`src/design/uafc_pkg.sv`:
```
// Purpose: constants and register map for the serial flow-control block
// Assumes: 32-bit apb data, one register per aligned word
// Notes:   divisor, scratch, feature and control registers share one map
package uafc_pkg;

	// register byte offsets
	localparam logic [7:0] OFS_LINE_FMT   = 8'h00;
	localparam logic [7:0] OFS_DIV_LOW    = 8'h04;
	localparam logic [7:0] OFS_DIV_HIGH   = 8'h08;
	localparam logic [7:0] OFS_SCRATCH    = 8'h0C;
	localparam logic [7:0] OFS_ENH_FEAT   = 8'h10;
	localparam logic [7:0] OFS_MODEM_CTL  = 8'h14;
	localparam logic [7:0] OFS_INT_MASK   = 8'h18;
	localparam logic [7:0] OFS_INT_SRC    = 8'h1C;
	localparam logic [7:0] OFS_ADD_STAT   = 8'h20;
	localparam logic [7:0] OFS_ADD_CTL    = 8'h24;
	localparam logic [7:0] OFS_RESUME1    = 8'h28;
	localparam logic [7:0] OFS_RESUME2    = 8'h2C;
	localparam logic [7:0] OFS_PAUSE1     = 8'h30;
	localparam logic [7:0] OFS_PAUSE2     = 8'h34;
	localparam logic [7:0] OFS_INDEXED    = 8'h38;

	// indexed registers, picked by the scratch byte
	localparam logic [7:0] IDX_UPPER_THR  = 8'h00;
	localparam logic [7:0] IDX_LOWER_THR  = 8'h01;

	// special values
	localparam logic [7:0] LINE_FMT_KEY   = 8'hBF;
	localparam logic [7:0] INT_SRC_LVL5   = 8'h10;
	localparam logic [7:0] INT_SRC_NONE   = 8'h01;

	// field positions
	localparam int ENH_RX_LO   = 0;
	localparam int ENH_TX_LO   = 2;
	localparam int ENH_MODE    = 4;
	localparam int ENH_SPECIAL = 5;
	localparam int ENH_AUTO_RT = 6;
	localparam int ENH_AUTO_CL = 7;
	localparam int MCR_DTR     = 0;
	localparam int MCR_RTS     = 1;
	localparam int MCR_AUTO    = 5;
	localparam int IER_LVL5    = 5;
	localparam int ACR_NINE    = 0;
	localparam int ACR_AUTO_TR = 2;
	localparam int ACR_AUTO_SR = 3;
	localparam int ASR_PAUSED  = 0;
	localparam int ASR_SENT    = 1;
	localparam int ASR_SPECIAL = 4;

	// reset values and last oversample count
	localparam logic [7:0]  RST_DIV_LOW   = 8'h01;
	localparam logic [7:0]  RST_UPPER_THR = 8'h60;
	localparam logic [7:0]  RST_LOWER_THR = 8'h20;
	localparam logic [3:0]  OVERSAMPLE_LAST = 4'hF;

endpackage : uafc_pkg

```
`src/design/uafc_top.sv`:
```
// Purpose: baud divisor, scratch, enhanced features and automatic flow control
// Assumes: receive fill level is a live count from the receive fifo
// Notes:   zero-wait apb slave; control characters go out via tx_ctrl_*
//
// Behaviour
// - bit tick is clock over sixteen times divisor, baud16 tick clock over divisor
// - divisor is low byte plus 256 times high
// - scratch stores bytes and indexes indexed registers
// - key write opens features, sets bit 7 only
// - nine-bit framing disables all in-band flow control
// - receive mode picks set 2, set 1 or off
// - receive mode 11 accepts either character set
// - transmit mode picks set 2, set 1 or off
// - enhanced bit clear disables all enhanced features
// - out-of-band enable from feature bits or modem bit
// - pause 2 special match stored, flagged, level 5
// - character errors never block matches
// - pause stops transmit, sets status; resume clears
// - pause and resume characters discarded, except special
// - resume-on-any restarts transmit, keeps the character
// - idle transmitter sends pause or resume by level
// - disabling transmit flow sends outstanding resume
// - auto request-to-send follows fill level thresholds
// - auto request-to-send anded with software bit
// - clear-to-send inactive withholds new characters
// - terminal-ready/set-ready pair mirrors request/clear pair
// - level 5 reports code 010000, cleared on read
`timescale 1ns/1ps
module uafc_top
	import uafc_pkg::*;
(
	// apb
	input  wire logic        pclk,
	input  wire logic        presetn,
	input  wire logic        psel,
	input  wire logic        penable,
	input  wire logic        pwrite,
	input  wire logic [7:0]  paddr,
	input  wire logic [31:0] pwdata,
	output logic      [31:0] prdata,
	output logic             pready,
	output logic             pslverr,
	// receiver
	input  wire logic        rx_valid,
	input  wire logic [7:0]  rx_data,
	input  wire logic        rx_error,
	input  wire logic [7:0]  rx_fill_level,
	output logic             rx_store,
	output logic      [7:0]  rx_store_data,
	// transmitter
	input  wire logic        tx_idle,
	output logic             tx_hold,
	output logic             tx_ctrl_send,
	output logic      [7:0]  tx_ctrl_char,
	// modem lines
	input  wire logic        cts_n,
	input  wire logic        dsr_n,
	output logic             rts_n,
	output logic             dtr_n,
	// baud and level 5
	output logic             baud16_tick,
	output logic             baud_bit_tick,
	output logic             level5_irq
);
	import uafc_pkg::*;

	typedef struct packed {
		logic [7:0]  line_format_control;
		logic        key_open;
		logic [7:0]  divisor_low_byte;
		logic [7:0]  divisor_high_byte;
		logic [7:0]  scratch_byte;
		logic [7:0]  enhanced_features;
		logic [7:0]  modem_control;
		logic [7:0]  interrupt_enable_mask;
		logic [7:0]  additional_control;
		logic [7:0]  resume_char_1;
		logic [7:0]  resume_char_2;
		logic [7:0]  pause_char_1;
		logic [7:0]  pause_char_2;
		logic [7:0]  upper_thr;
		logic [7:0]  lower_thr;
		logic        paused;
		logic        lvl5;
		logic        special;
		logic        sent_pause;
		logic        resume_set1;
		logic        rts_block;
		logic        dtr_block;
		logic [15:0] div_cnt;
		logic [3:0]  smp_cnt;
		logic        baud16;
		logic        baudbit;
		logic        tx_send;
		logic [7:0]  tx_char;
		logic        hold;
		logic        rts_n;
		logic        dtr_n;
		logic        store;
		logic [7:0]  store_data;
		logic        irq;
		logic [31:0] prdata;
		logic        pready;
		logic        pslverr;
	} uafc_state_t;

	uafc_state_t s_q;
	uafc_state_t s_d;

	// decoded modes
	logic        enh;
	logic        nine;
	logic [1:0]  rx_mode;
	logic [1:0]  tx_mode;
	logic        tx_flow_on;
	logic        m_p1;
	logic        m_p2;
	logic        m_r1;
	logic        m_r2;
	logic        pause_hit;
	logic        resume_hit;
	logic        any_hit;
	logic        special_hit;
	logic        acc;
	logic        wr;
	logic        rd;
	logic [15:0] divisor;
	logic        lvl5_on;

	assign enh        = s_q.enhanced_features[ENH_MODE];
	assign nine       = s_q.additional_control[ACR_NINE];
	assign rx_mode    = (enh && !nine) ?
		s_q.enhanced_features[ENH_RX_LO +: 2] : 2'b00;
	assign tx_mode    = (enh && !nine) ?
		s_q.enhanced_features[ENH_TX_LO +: 2] : 2'b00;
	assign tx_flow_on = (tx_mode == 2'b01) || (tx_mode == 2'b10);
	// matches look only at the data byte, never at rx_error
	assign m_p1 = rx_data == s_q.pause_char_1;
	assign m_p2 = rx_data == s_q.pause_char_2;
	assign m_r1 = rx_data == s_q.resume_char_1;
	assign m_r2 = rx_data == s_q.resume_char_2;
	assign pause_hit = rx_valid && (
		(rx_mode == 2'b01 && m_p2) ||
		(rx_mode == 2'b10 && m_p1) ||
		(rx_mode == 2'b11 && (m_p1 || m_p2)));
	assign resume_hit = rx_valid && (
		(rx_mode == 2'b01 && m_r2) ||
		(rx_mode == 2'b10 && m_r1) ||
		(rx_mode == 2'b11 && (m_r1 || m_r2)));
	assign any_hit = rx_valid && enh && s_q.modem_control[MCR_AUTO];
	assign special_hit = rx_valid && enh &&
		s_q.enhanced_features[ENH_SPECIAL] && m_p2;
	assign acc = psel && penable && s_q.pready;
	assign wr  = acc && pwrite;
	assign rd  = acc && !pwrite;
	assign divisor = {s_q.divisor_high_byte, s_q.divisor_low_byte};
	assign lvl5_on = s_q.lvl5 && enh &&
		s_q.interrupt_enable_mask[IER_LVL5];

	always_comb begin
		logic        auto_rt;
		logic        auto_cl;
		logic [7:0]  rdv;
		logic        hit;
		auto_rt = 1'b0;
		auto_cl = 1'b0;
		rdv     = 8'h00;
		hit     = 1'b1;
		s_d = s_q;
		s_d.baud16  = 1'b0;
		s_d.baudbit = 1'b0;
		s_d.tx_send = 1'b0;
		s_d.store   = 1'b0;

		// apb: one access cycle after every setup cycle
		s_d.pready = psel && !penable;
		unique case (paddr)
			OFS_LINE_FMT:  rdv = s_q.line_format_control;
			OFS_DIV_LOW:   rdv = s_q.divisor_low_byte;
			OFS_DIV_HIGH:  rdv = s_q.divisor_high_byte;
			OFS_SCRATCH:   rdv = s_q.scratch_byte;
			OFS_ENH_FEAT:  rdv = s_q.enhanced_features;
			OFS_MODEM_CTL: rdv = s_q.modem_control;
			OFS_INT_MASK:  rdv = s_q.interrupt_enable_mask;
			OFS_INT_SRC:   rdv = lvl5_on ? INT_SRC_LVL5 : INT_SRC_NONE;
			OFS_ADD_STAT:  rdv = {3'b000, s_q.special, 2'b00,
				s_q.sent_pause, s_q.paused};
			OFS_ADD_CTL:   rdv = s_q.additional_control;
			OFS_RESUME1:   rdv = s_q.resume_char_1;
			OFS_RESUME2:   rdv = s_q.resume_char_2;
			OFS_PAUSE1:    rdv = s_q.pause_char_1;
			OFS_PAUSE2:    rdv = s_q.pause_char_2;
			OFS_INDEXED: begin
				if (s_q.scratch_byte == IDX_UPPER_THR) begin
					rdv = s_q.upper_thr;
				end else if (s_q.scratch_byte == IDX_LOWER_THR) begin
					rdv = s_q.lower_thr;
				end
			end
			default:       hit = 1'b0;
		endcase
		// read data and error are settled during setup
		if (psel && !penable) begin
			s_d.prdata  = {24'h00_0000, rdv};
			s_d.pslverr = !hit;
		end

		if (wr && hit) begin
			unique case (paddr)
				OFS_LINE_FMT: begin
					if (pwdata[7:0] == LINE_FMT_KEY) begin
						s_d.line_format_control[7] = 1'b1;
						s_d.key_open = 1'b1;
					end else begin
						s_d.line_format_control = pwdata[7:0];
						s_d.key_open = 1'b0;
					end
				end
				OFS_DIV_LOW:   s_d.divisor_low_byte = pwdata[7:0];
				OFS_DIV_HIGH:  s_d.divisor_high_byte = pwdata[7:0];
				OFS_SCRATCH:   s_d.scratch_byte = pwdata[7:0];
				OFS_ENH_FEAT: begin
					if (s_q.key_open) begin
						s_d.enhanced_features = pwdata[7:0];
					end
				end
				OFS_MODEM_CTL: s_d.modem_control = pwdata[7:0];
				OFS_INT_MASK:  s_d.interrupt_enable_mask = pwdata[7:0];
				OFS_ADD_CTL:   s_d.additional_control = pwdata[7:0];
				OFS_RESUME1:   s_d.resume_char_1 = pwdata[7:0];
				OFS_RESUME2:   s_d.resume_char_2 = pwdata[7:0];
				OFS_PAUSE1:    s_d.pause_char_1 = pwdata[7:0];
				OFS_PAUSE2:    s_d.pause_char_2 = pwdata[7:0];
				OFS_INDEXED: begin
					if (s_q.scratch_byte == IDX_UPPER_THR) begin
						s_d.upper_thr = pwdata[7:0];
					end else if (s_q.scratch_byte == IDX_LOWER_THR) begin
						s_d.lower_thr = pwdata[7:0];
					end
				end
				default: ;
			endcase
		end

		// baud: divisor zero stops the ticks rather than dividing by 65536
		if (divisor != 16'h0000) begin
			if (s_q.div_cnt >= divisor - 16'h0001) begin
				s_d.div_cnt = 16'h0000;
				s_d.baud16  = 1'b1;
				s_d.smp_cnt = s_q.smp_cnt + 4'h1;
				s_d.baudbit = s_q.smp_cnt == OVERSAMPLE_LAST;
			end else begin
				s_d.div_cnt = s_q.div_cnt + 16'h0001;
			end
		end else begin
			s_d.div_cnt = 16'h0000;
		end

		// clears first so that a same-cycle event wins
		if (rd && paddr == OFS_INT_SRC && lvl5_on) begin
			s_d.lvl5 = 1'b0;
		end
		if (rd && paddr == OFS_ADD_STAT) begin
			s_d.special = 1'b0;
		end
		if (rx_mode == 2'b00) begin
			s_d.paused = 1'b0;
		end
		if (resume_hit || (any_hit && s_q.paused)) begin
			s_d.paused = 1'b0;
			s_d.lvl5   = 1'b0;
		end
		if (pause_hit) begin
			s_d.paused = 1'b1;
			s_d.lvl5   = 1'b1;
		end
		if (special_hit) begin
			s_d.special = 1'b1;
			s_d.lvl5    = 1'b1;
		end
		if (rx_valid && (!(pause_hit || resume_hit) || special_hit)) begin
			s_d.store      = 1'b1;
			s_d.store_data = rx_data;
		end

		// spacing of one cycle gives the transmitter time to drop idle
		if (tx_idle && !s_q.tx_send) begin
			if (tx_flow_on) begin
				if (rx_fill_level > s_q.upper_thr && !s_q.sent_pause) begin
					s_d.tx_send     = 1'b1;
					s_d.tx_char     = tx_mode == 2'b01 ?
						s_q.pause_char_2 : s_q.pause_char_1;
					s_d.sent_pause  = 1'b1;
					s_d.resume_set1 = tx_mode == 2'b10;
				end else if (rx_fill_level < s_q.lower_thr &&
					s_q.sent_pause) begin
					s_d.tx_send    = 1'b1;
					s_d.tx_char    = tx_mode == 2'b01 ?
						s_q.resume_char_2 : s_q.resume_char_1;
					s_d.sent_pause = 1'b0;
				end
			end else if (s_q.sent_pause) begin
				s_d.tx_send    = 1'b1;
				s_d.tx_char    = s_q.resume_set1 ?
					s_q.resume_char_1 : s_q.resume_char_2;
				s_d.sent_pause = 1'b0;
			end
		end

		auto_rt = enh ? s_q.enhanced_features[ENH_AUTO_RT] :
			s_q.modem_control[MCR_AUTO];
		auto_cl = enh ? s_q.enhanced_features[ENH_AUTO_CL] :
			s_q.modem_control[MCR_AUTO];
		if (rx_fill_level >= s_q.upper_thr) begin
			s_d.rts_block = 1'b1;
			s_d.dtr_block = 1'b1;
		end else if (rx_fill_level < s_q.lower_thr) begin
			s_d.rts_block = 1'b0;
			s_d.dtr_block = 1'b0;
		end
		s_d.rts_n = !(s_q.modem_control[MCR_RTS] &&
			!(auto_rt && s_q.rts_block));
		s_d.dtr_n = !(s_q.modem_control[MCR_DTR] &&
			!(s_q.additional_control[ACR_AUTO_TR] && s_q.dtr_block));
		// hold only stops new characters; the one on the line finishes
		s_d.hold = s_q.paused || (auto_cl && cts_n) ||
			(s_q.additional_control[ACR_AUTO_SR] && dsr_n);
		s_d.irq = lvl5_on;
	end

	always_ff @(posedge pclk or negedge presetn) begin
		if (!presetn) begin
			s_q <= '0;
			s_q.divisor_low_byte <= RST_DIV_LOW;
			s_q.upper_thr        <= RST_UPPER_THR;
			s_q.lower_thr        <= RST_LOWER_THR;
			s_q.rts_n            <= 1'b1;
			s_q.dtr_n            <= 1'b1;
		end else begin
			s_q <= s_d;
		end
	end

	assign prdata        = s_q.prdata;
	assign pready        = s_q.pready;
	assign pslverr       = s_q.pslverr;
	assign rx_store      = s_q.store;
	assign rx_store_data = s_q.store_data;
	assign tx_hold       = s_q.hold;
	assign tx_ctrl_send  = s_q.tx_send;
	assign tx_ctrl_char  = s_q.tx_char;
	assign rts_n         = s_q.rts_n;
	assign dtr_n         = s_q.dtr_n;
	assign baud16_tick   = s_q.baud16;
	assign baud_bit_tick = s_q.baudbit;
	assign level5_irq    = s_q.irq;
endmodule : uafc_top

```
`config.mk`:
```
export PLATFORM = sky130hd
export DESIGN_NAME = uafc_top
export DESIGN_NICKNAME = d
export VERILOG_FILES = /design/src/design/uafc_pkg.sv /design/src/design/uafc_top.sv
export SDC_FILE = /design/constraint.sdc
export NUM_CORES = 1
export LEC_CHECK = 0
export ABC_AREA = 1
export BUFFER_PORTS_ARGS = -buffer_cell sky130_fd_sc_hd__buf_2
export CAP_MARGIN = 25
export CELL_PAD_IN_SITES_DETAIL_PLACEMENT = 1
export CELL_PAD_IN_SITES_GLOBAL_PLACEMENT = 2
export CORE_ASPECT_RATIO = 1.4
export CORE_MARGIN = 2
export CORE_UTILIZATION = 31
export DETAILED_ROUTE_END_ITERATION = 16
export PLACE_DENSITY = 0.8
export SLEW_MARGIN = 20
export SYNTH_ARGS = -nofsm -noshare
export SYNTH_HDL_FRONTEND = slang
export SYNTH_SLANG_ARGS = --single-unit
```
`constraint.sdc`:
```
create_clock -name pclk -period 3.1 [get_ports pclk]
set_clock_uncertainty 0.1 [all_clocks]
set_input_delay 0.465 -clock pclk [delete_from_list [all_inputs] [get_ports pclk]]
set_output_delay 0.465 -clock pclk [all_outputs]
set_load 0.02 [all_outputs]
```
# --- Yosys cells after proc, flatten, opt, wreduce, memory -nomap -nowiden ---
# Cells that the tools add are included.
# W data, S select, Z words.
totals:
  register_bits: 174
  in_bits: 66
  out_inout_bits: 58
  wordCells: 196
classes:
  add_sub_neg: 3
  magnitude_cmp: 4
  n_eq_ne: 27
  n_mux: 35
  n_bitwise: 2
  reduce_logical: 87
ops:
  columns: ["op", "count"]
  rows:
  - ["$pmux W8 S15", 1]
  - ["$eq A8 B6 Y1 const B", 7]
  - ["$mux W9", 6]
  - ["$mux W8", 5]
  - ["$logic_and A1 B1 Y1", 35]
  - ["$eq A8 B5 Y1 const B", 4]
  - ["$eq A8 B8 Y1", 4]
  - ["$mux W16", 2]
  - ["$reduce_and A2 Y1", 13]
  - ["$mux W2", 9]
  - ["$add A16 B1 Y16 const B", 1]
  - ["$eq A8 B4 Y1 const B", 2]
  - ["$ge A16 B16 Y1", 1]
  - ["$logic_not A8 Y1", 2]
  - ["$reduce_bool A16 Y1", 1]
  - ["$sub A16 B1 Y16 const B", 1]
  - ["$reduce_and A3 Y1", 5]
  - ["$reduce_or A15 Y1", 1]
  - ["$logic_or A1 B1 Y1", 12]
  - ["$logic_not A1 Y1", 11]
  - ["$mux W1", 11]
  - ["$eq A8 B1 Y1 const B", 1]
  - ["$eq A8 B3 Y1 const B", 1]
  - ["$eq A8 B8 Y1 const B", 1]
  - ["15 further kinds", 21]

# --- Logic depth before layout (Yosys ltp) ---
# Gate-level depths: netlist of run 1.
depth:
  ltp_word: 13
  ltp_mapped: 18

# --- Worst setup path after synthesis of run 1 ---
# No wires, ideal clock.
synth_timing:
  path_kind: "register to register"
  startpoint: "reg s_q (netlist bit divisor[2])"
  endpoint: "reg s_q[65] (netlist bit)"
  setup_time_ps: 141
  arrival_time_ps: 2630
  t_required_ps: 2859
  path_slack_ps: 229
  path_stages_with_launch: 18
  path_buffers: 2
  synth_period_minus_slack_ps: 2871
  path_cell_list: "dfrtp_1 -> nor2_1 -> nand4_1 -> nor2_1 -> nand3_1 -> nor3_1 -> xor2_1 -> inv_1 -> ha_1 -> nand2_1 -> inv_1 -> nand3_1 -> nor3_1 -> nand3_1 -> nand3_1 -> buf_2 -> buf_2 -> nor3_1"
synth_rtl:
  columns: ["item", "line", "rtl"]
  rows:
  - ["start, declared", "uafc_top.sv:107", "uafc_state_t s_q;"]

==> key figures, run 1 <==
Clocking
  – Clk buf depth: 2
  – CTS Sinks: around 170
  – Clock transition at path regs: ~0.07 ns
  – Clock latency at the later pin of the worst-skew pair: 0.45 ns
  – CTS buffer count: 17
  – Root buffer cell: clkbuf_16
  – CTS H-Tree Depth: 4
  – CTS tree: yes

Layout
  – Layout cells sized above 1: a little over an eighth
  – Area Growth Syn to Fin: 11.9%
  – Number of antenna diodes: 0
  – Layout Nets: 1544

Detailed routing
  – Via count: ~9.3k
  – Drt via density: just under 5
  – Drt wl/cell: between 15 and 20 um
  – DRC violations left: 0
  – Drt initial violations: ~520
  – Antenna-violating nets left: 0
  – 1st-pass router iterations: 5
  – WL final: between 30000 and 40000 um

Worst setup path
  – CP Launch Type: flip-flop
  – Crit-path cells: inv_1 > ha_2 > inv_1 > nor3_4 > buf_4 > nand3_2 > nor3_1 > o21ai_0 > inv_1 > ha_1 > nand2_1 > o21ai_0 > a21oi_2 > nand3_4 > buf_4 > nor3_1
  – Max incr delay on CP: 0.39 ns
  – Crit-path most repeated cell: inv_1
  – Delay-heaviest family, CP: simple AND/OR/NAND/NOR gates
  – Worst Setup End Kind: flip-flop
  – Crit Path Class: reg2reg
  – CP arrival: 3.20 ns
  – Worst Path Max Fanout: 6
  – CP required: roughly 3.4 ns
  – CP Buf/Inv Count: 5
  – Slowest cell on crit path: dfstp_2

Placement
  – IO Port Bufs: 74
  – Dpl ws: -0.0337 ns
  – Post-DP HPWL: ~27000 um
  – GPL Wtd Cong: 0.869

Yosys
  – Synth Area in Simple Gates: a little under a third
  – Mapped cell area: 10600 um2
  – Main combinational cell family by area after synthesis: simple AND/OR/NAND/NOR gates
  – Synth async-reset ratio: 100%
  – Synth warn: 0
  – Register area share after synthesis: between 40% and 50%
  – FF+latch count, synth: between 150 and 200
  – Synth top area share: between 30% and 40%
  – Mapped Avg Cell Area: roughly 7.6 um2
  – Cells after Synth: about 1.4k
  – Compound-Gate Fraction of Synth Area: between 10 and 15%
  – Adder-Cell Fraction of Synth Area: 4.27%
  – Leading post-synthesis cells by cell area: dfrtp_1 (40%), nand2_1 (16%), o21ai_1 (5.1%)
  – Number of synthesized flops with an enable pin: 0
  – Post-Synth XOR/XNOR Area: under 10%
  – Synth cell types: 43
  – Top_reg_cell synth: dfrtp_1
  – Area leader, netlist: dfrtp_1
  – Mux cell area share after synthesis: 0%

STA
  – Slew @ Worst Pin: between 0.8 and 0.9 ns
  – Share of the cycle needed by the critical path after routing: about 95%
  – Slew Limit Fails: 0
  – Min cycle time layout: around 3 ns
  – Highest clock rate: about 340 MHz
  – Hold Slack: 0.213 ns
  – Setup-failing EPs final: 0
  – Worst rel slew slack: ~42%
  – Worst setup margin: between 0.15 and 0.2 ns
  – Setup TNS: 0 ns
  – Hold Fails Final Rpt: 0

Power
  – Worst VDD drop: 0.266 mV
  – P per Cell Area: 409 nW/um2
  – Lkg Pwr: 5.88 nW

Worst hold path
  – HP Class: in2reg

Floorplanning
  – DIE WIDTH: 160 um
  – Overall die area: approximately 36000 um2
  – Die height: ~220 um
  – IO Count: 124
  – Placement row count: about 80
  – Starting density of the core: between 30% and 40%
  – Core box area: ~33000 um2

GRT
  – Initial antenna violation count: 1
  – Global-route wire length before repair: about 56000 um
  – GR Overflow Total: 0
  – Largest net degree at the start of global routing: between 60 and 70
  – Vias in the first global route: ~9.5k
  – Tot GR Track Use: about a fifth

Status
  – Status: complete, no violations

Flow run
  – Max Cap Viol: 0
[metal layers]
layer	track usage [%]	vias to the layer above	part of all wire, %
li1	-	4529	-
met1	23.3	4505	40
met2	36.7	189	51
met3	2.99	70	3.3
met4	11.5	2	5.2
met5	0	-	0.022
[repair_timing]
action	in CTS	in global routing
endpoints found under the hold margin	43	0
pin swaps	0	5
buffers inserted	0	1
resized for setup	1	14
hold buffers	1	0
endpoints found under the setup margin	19	22
[layout by cell type (no fill, tap or decap), drive strengths merged, types with 6 or more instances in the layout]
master / n
xor2: 20
dfstp: 6
nor3: 31
o21ai: 164
a21oi: 31
ha: 36
nand3: 78
inv: 133
conb: 24
nand2: 469
clkbuf: 20
dfrtp: 167
xnor2: 18
nor2: 89
nand4: 41
buf: 94
[power by group]
part           internal [mW]  leakage (nW)  total, mW  switching (mW)
clock network           1.26         0.285       2.23           0.972
logic                 0.0797          3.23      0.326           0.247
registers               2.27          2.37       2.28         0.00839
total                   3.61          5.88       4.83            1.23
[cells by family after synthesis]
logic type | Yosys count
and+or+nand+nor | 719
AOI/OAI and AO/OA | 206
adders and majority gates | 36
other | 1
DFF | 173
xor gates and xnor gates | 38
buffers and inverters | 219
[path summary, 6_finish.rpt]
kind / start / to / slack [ns] / cells past startpoint
max in group asynchronous: presetn / s_q[102]$_DFFE_PN0P_ / 1.73 / 3
min in group asynchronous: presetn / prdata[1]$_DFFE_PN0P_ / 0.43 / 2
setup reg to reg: divisor[0]$_DFFE_PN1P_ / s_q[74]$_DFF_PN0_ / 0.16 / 16
setup / recovery: divisor[0]$_DFFE_PN1P_ / s_q[74]$_DFF_PN0_ / 0.16 / 16
hold reg to reg: s_q[150]$_DFFE_PN0P_ / rts_n$_DFF_PN1_ / 0.36 / 1
hold / removal: rx_data[0] / rx_store_data[0]$_DFFE_PN0P_ / 0.21 / 3
[per-stage QoR]
stage	cell area [um2]	power (mW)	cells	utilization, %
floorplan	10600	2.52	1415	-
global placement	11100	2.65	1866	33.3
detailed placement	11100	2.65	1866	33.3
CTS	11700	4.88	1899	35.2
global route	11800	5.00	1900	35.3
finish	11800	4.83	1900	35.3
[synth_stat cells, types with 19 or more instances]
master	instances
clkbuf_1	19
nand3_1	68
dfrtp_1	167
nand4_1	41
xor2_1	20
nand2_1	455
nor2_1	70
buf_4	49
nor3_1	28
o21ai_0	54
inv_1	128
o21ai_1	108
a21oi_1	30
ha_1	36
[worst min-delay path, stage by stage]
cell and delay, ns:
buf_2 0.14, nand2_1 0.07, nand2_1 0.04
[area by class of cell]
class / instances / area (um2)
clock buffer: 20 / 467
clock inverter: 12 / 135
fill: 4231 / 21600
inverter: 132 / 495
multi-input combinational: 1023 / 5250
sequential: 173 / 4340
tap: 445 / 557
timing repair buffer: 95 / 566
[sequential cells by signal, indices dropped and copies added, names as in the netlist]
signal / cells
rx_store_data: 8
s_q: 121
divisor: 16
prdata: 8
pslverr: 1
nine: 1
level5_irq: 1
enh: 1
tx_ctrl_send: 1
baud_bit_tick: 1
baud16_tick: 1
tx_ctrl_char: 8
pready: 1
rts_n: 1
dtr_n: 1
tx_hold: 1
rx_store: 1
Power figures use the tool's default switching activity.
==> run 2: changes to the inputs <==
- RECOVER_POWER: default -> 50
==> run 2 against run 1 <==
Design area fell by 0.41%; fmax fell by 0.22%; register-to-register slack barely moved; via count rose by 0.37%; critical endpoint unchanged.
==> key figures, run 2 (synthesized netlist as in run 1, its figures left out) <==
Status
  – Status: complete, no violations

Detailed routing
  – 1st-pass router iterations: 5 (unchanged)
  – Via count: 9329 (+0.37%)
  – Antenna-violating nets left: 0 (unchanged)
  – Drt initial violations: 513 (-1.7%)
  – Drt wl/cell: 18.8 um (+0.33%)
  – DRC violations left: 0 (unchanged)
  – WL final: 35700 um (+0.33%)
  – Drt via density: 4.91 (+0.37%)

Layout
  – Final Cell Area: 11800 um2 (-0.41%)
  – Commonest non-fill, non-tap cells in the layout: nand2_1 (455), dfrtp_1 (167), inv_1 (127)
  – Number of fill cells: 4238 (+0.17%)
  – Layout Nets: 1544 (unchanged)
  – Post-Layout Cell Count: 1900 (unchanged)
  – Max FFs per register: 121 (unchanged)
  – Layout cells sized above 1: 12.8% (-0.82 points)
  – Area Growth Syn to Fin: 11.5%
  – Sequential Area: 4340 um2 (unchanged)
  – Multi-input logic area: 5250 um2 (unchanged)
  – Number of antenna diodes: 0 (unchanged)
  – Biggest register: s_q
  – Commonest non-fill, non-tap cell in the layout: nand2_1

Worst setup path
  – Crit-path most repeated cell: inv_1
  – CP arrival: 3.20 ns (about the same)
  – CP required: 3.36 ns (about the same)
  – Crit-path cells: inv_1 > ha_2 > inv_1 > nor3_4 > buf_4 > nand3_2 > nor3_1 > o21ai_0 > inv_1 > ha_1 > nand2_1 > o21ai_0 > a21oi_2 > nand3_4 > buf_4 > nor3_1
  – Flop-to-flop setup slack: 0.16 ns (about the same)
  – Max incr delay on CP: 0.39 ns (about the same)
  – Reg2Reg Launch Point: divisor[0]$_DFFE_PN1P_
  – R2r worst-path depth: 16 (unchanged)
  – Worst Path Max Fanout: 6 (unchanged)
  – Crit Path Class: reg2reg
  – Slowest cell on crit path: dfstp_2
  – FF-to-FF End: s_q[74]$_DFF_PN0_
  – Worst Setup End Kind: flip-flop
  – CP Launch Type: flip-flop

GRT
  – Initial antenna violation count: 1 (unchanged)
  – GR Overflow Total: 0 (unchanged)
  – Vias in the first global route: 9525 (unchanged)
  – Tot GR Track Use: 20.5% (unchanged)
  – Global-route wire length before repair: 55600 um (unchanged)
  – Largest net degree at the start of global routing: 65 (unchanged)

STA
  – Min cycle time layout: 2.94 ns (+0.00635 ns)
  – Slew Limit Fails: 0 (unchanged)
  – Setup-failing EPs final: 0 (unchanged)
  – Share of the cycle needed by the critical path after routing: 95.0% (+0.20 points)
  – Hold Slack: 0.216 ns (+0.00323 ns)
  – Slew @ Worst Pin: 1.27 ns (+0.403 ns)
  – Worst rel slew slack: 15.5% (-27 points)
  – Hold Fails Final Rpt: 0 (unchanged)
  – Highest clock rate: 340 MHz (-0.22%)

Floorplanning
  – Placement row count: 79 (unchanged)
  – Overall die area: 35500 um2 (unchanged)
  – Core box area: 33400 um2 (unchanged)
  – Die height: 222 um (unchanged)
  – Starting density of the core: 31.6% (unchanged)
  – IO Count: 124 (unchanged)
  – DIE WIDTH: 160 um (unchanged)

Power
  – Net Switching: 1.23 mW (about the same)
  – Worst VDD drop: 0.266 mV (about the same)
  – Logic pwr share: 6.6% (-0.2 points)
  – P per Cell Area: 410 nW/um2 (+0.29%)
  – Total chip power: 4.83 mW (-0.12%)
  – Sequential share of power: 47.2% (about the same)
  – Int Power: 3.60 mW (-0.17%)
  – Lkg Pwr: 5.82 nW (-0.98%)
  – Clk network pwr share: 46.2% (about the same)
  – Switching share of total power: 25.4% (+0.035 points)

Worst hold path
  – Worst hold stages: 3 (unchanged)
  – Hold Path Sink: rx_store_data[0]$_DFFE_PN0P_
  – HP Class: in2reg
  – Hold path startpoint: rx_data[0]

Placement
  – Post-DP Area: 11100 um2 (unchanged)
  – IO Port Bufs: 74 (unchanged)
  – Post-DP HPWL: 27100 um (unchanged)
  – GPL Wtd Cong: 0.869 (unchanged)
  – Post-placement cell count: 1866 (unchanged)

Clocking
  – CTS tree: yes
  – Clk buf depth: 2 (unchanged)
  – Root buffer cell: clkbuf_16
  – Clock transition at path regs: 0.07 ns (about the same)
  – CTS buffer count: 17 (unchanged)
  – CTS Sinks: 173 (unchanged)
  – CTS H-Tree Depth: 4 (unchanged)
  – Clock latency at the later pin of the worst-skew pair: 0.45 ns (about the same)

Flow run
  – Max Cap Viol: 0 (unchanged)
==> run 2: cell types whose count changed in the layout (fill, tap and decap cells not counted), sizes merged <==
cell and change:
buf -15, clkbuf +15
==> run 2: routing by layer <==
layer  global-route usage [%]  up-vias  part of all wire [%]
li1                         -     4534                     -
met1                     23.3     4545                    41
met2                     36.7      178                    51
met3                     2.99       70                   3.0
met4                     11.5        2                   5.2
met5                        0        -                 0.022
==> run 2: worst max path at each step <==
stage / startpoint / end / cells past startpoint
detailed placement: divisor[1]$_DFFE_PN0P_ / s_q[60]$_DFFE_PN0P_ / 18
global placement: divisor[1]$_DFFE_PN0P_ / s_q[60]$_DFFE_PN0P_ / 18
CTS: divisor[1]$_DFFE_PN0P_ / s_q[60]$_DFFE_PN0P_ / 18
floorplan: divisor[2]$_DFFE_PN0P_ / s_q[65]$_DFF_PN0_ / 17
finish: divisor[0]$_DFFE_PN1P_ / s_q[74]$_DFF_PN0_ / 16
global route: divisor[0]$_DFFE_PN1P_ / s_q[61]$_DFFE_PN0P_ / 18
==> run 2: final cells by class <==
cell class              count  share of cell area [%]
clock buffers              20                    3.97
multi-input cells        1023                    44.7
inverters                 132                    4.21
flip-flops and latches    173                    36.9
repair buffers             95                    4.39
clock inverters            12                    1.15
well taps                 445                    4.73
==> run 2: per-stage QoR <==
step / utilization [%] / setup slack, ns / TNS [ns]
after CTS: 35.2 / 0.00739 / 0
after detailed placement: 33.3 / -0.0337 / -0.0481
after global routing: 35.2 / -0.0366 / -0.360
after global placement: 33.3 / 0.106 / 0
after floorplan: - / 0.229 / 0
final: 35.2 / 0.156 / 0
==> run 2: power by group through the flow <==
stage	combinational (mW)	clock (mW)	sequential, mW
3_3_place_gp	0.325	0	2.32
3_5_place_dp	0.330	0	2.32
2_1_floorplan	0.193	0	2.32
5_1_grt	0.355	2.36	2.28
6_report	0.320	2.23	2.28
4_1_cts	0.333	2.27	2.28
==> run 2: repair_timing <==
action	4_1_cts	5_1_grt
endpoints found under the hold margin	43	0
endpoints found under the setup margin	19	22
hold buffers	1	0
resized for setup	1	14
setup buffers	0	1
pin swaps	0	5
==> run 2: critical path: cells and delay by family, from the launching register on <==
kind / cells / cell delay, ns
flip-flops: 1 / 0.39
AO/OA/AOI/OAI: 3 / 0.42
buffers and inverters: 5 / 0.59
AND/OR/NAND/NOR: 6 / 0.93
adder cells (fa/ha/maj): 2 / 0.42
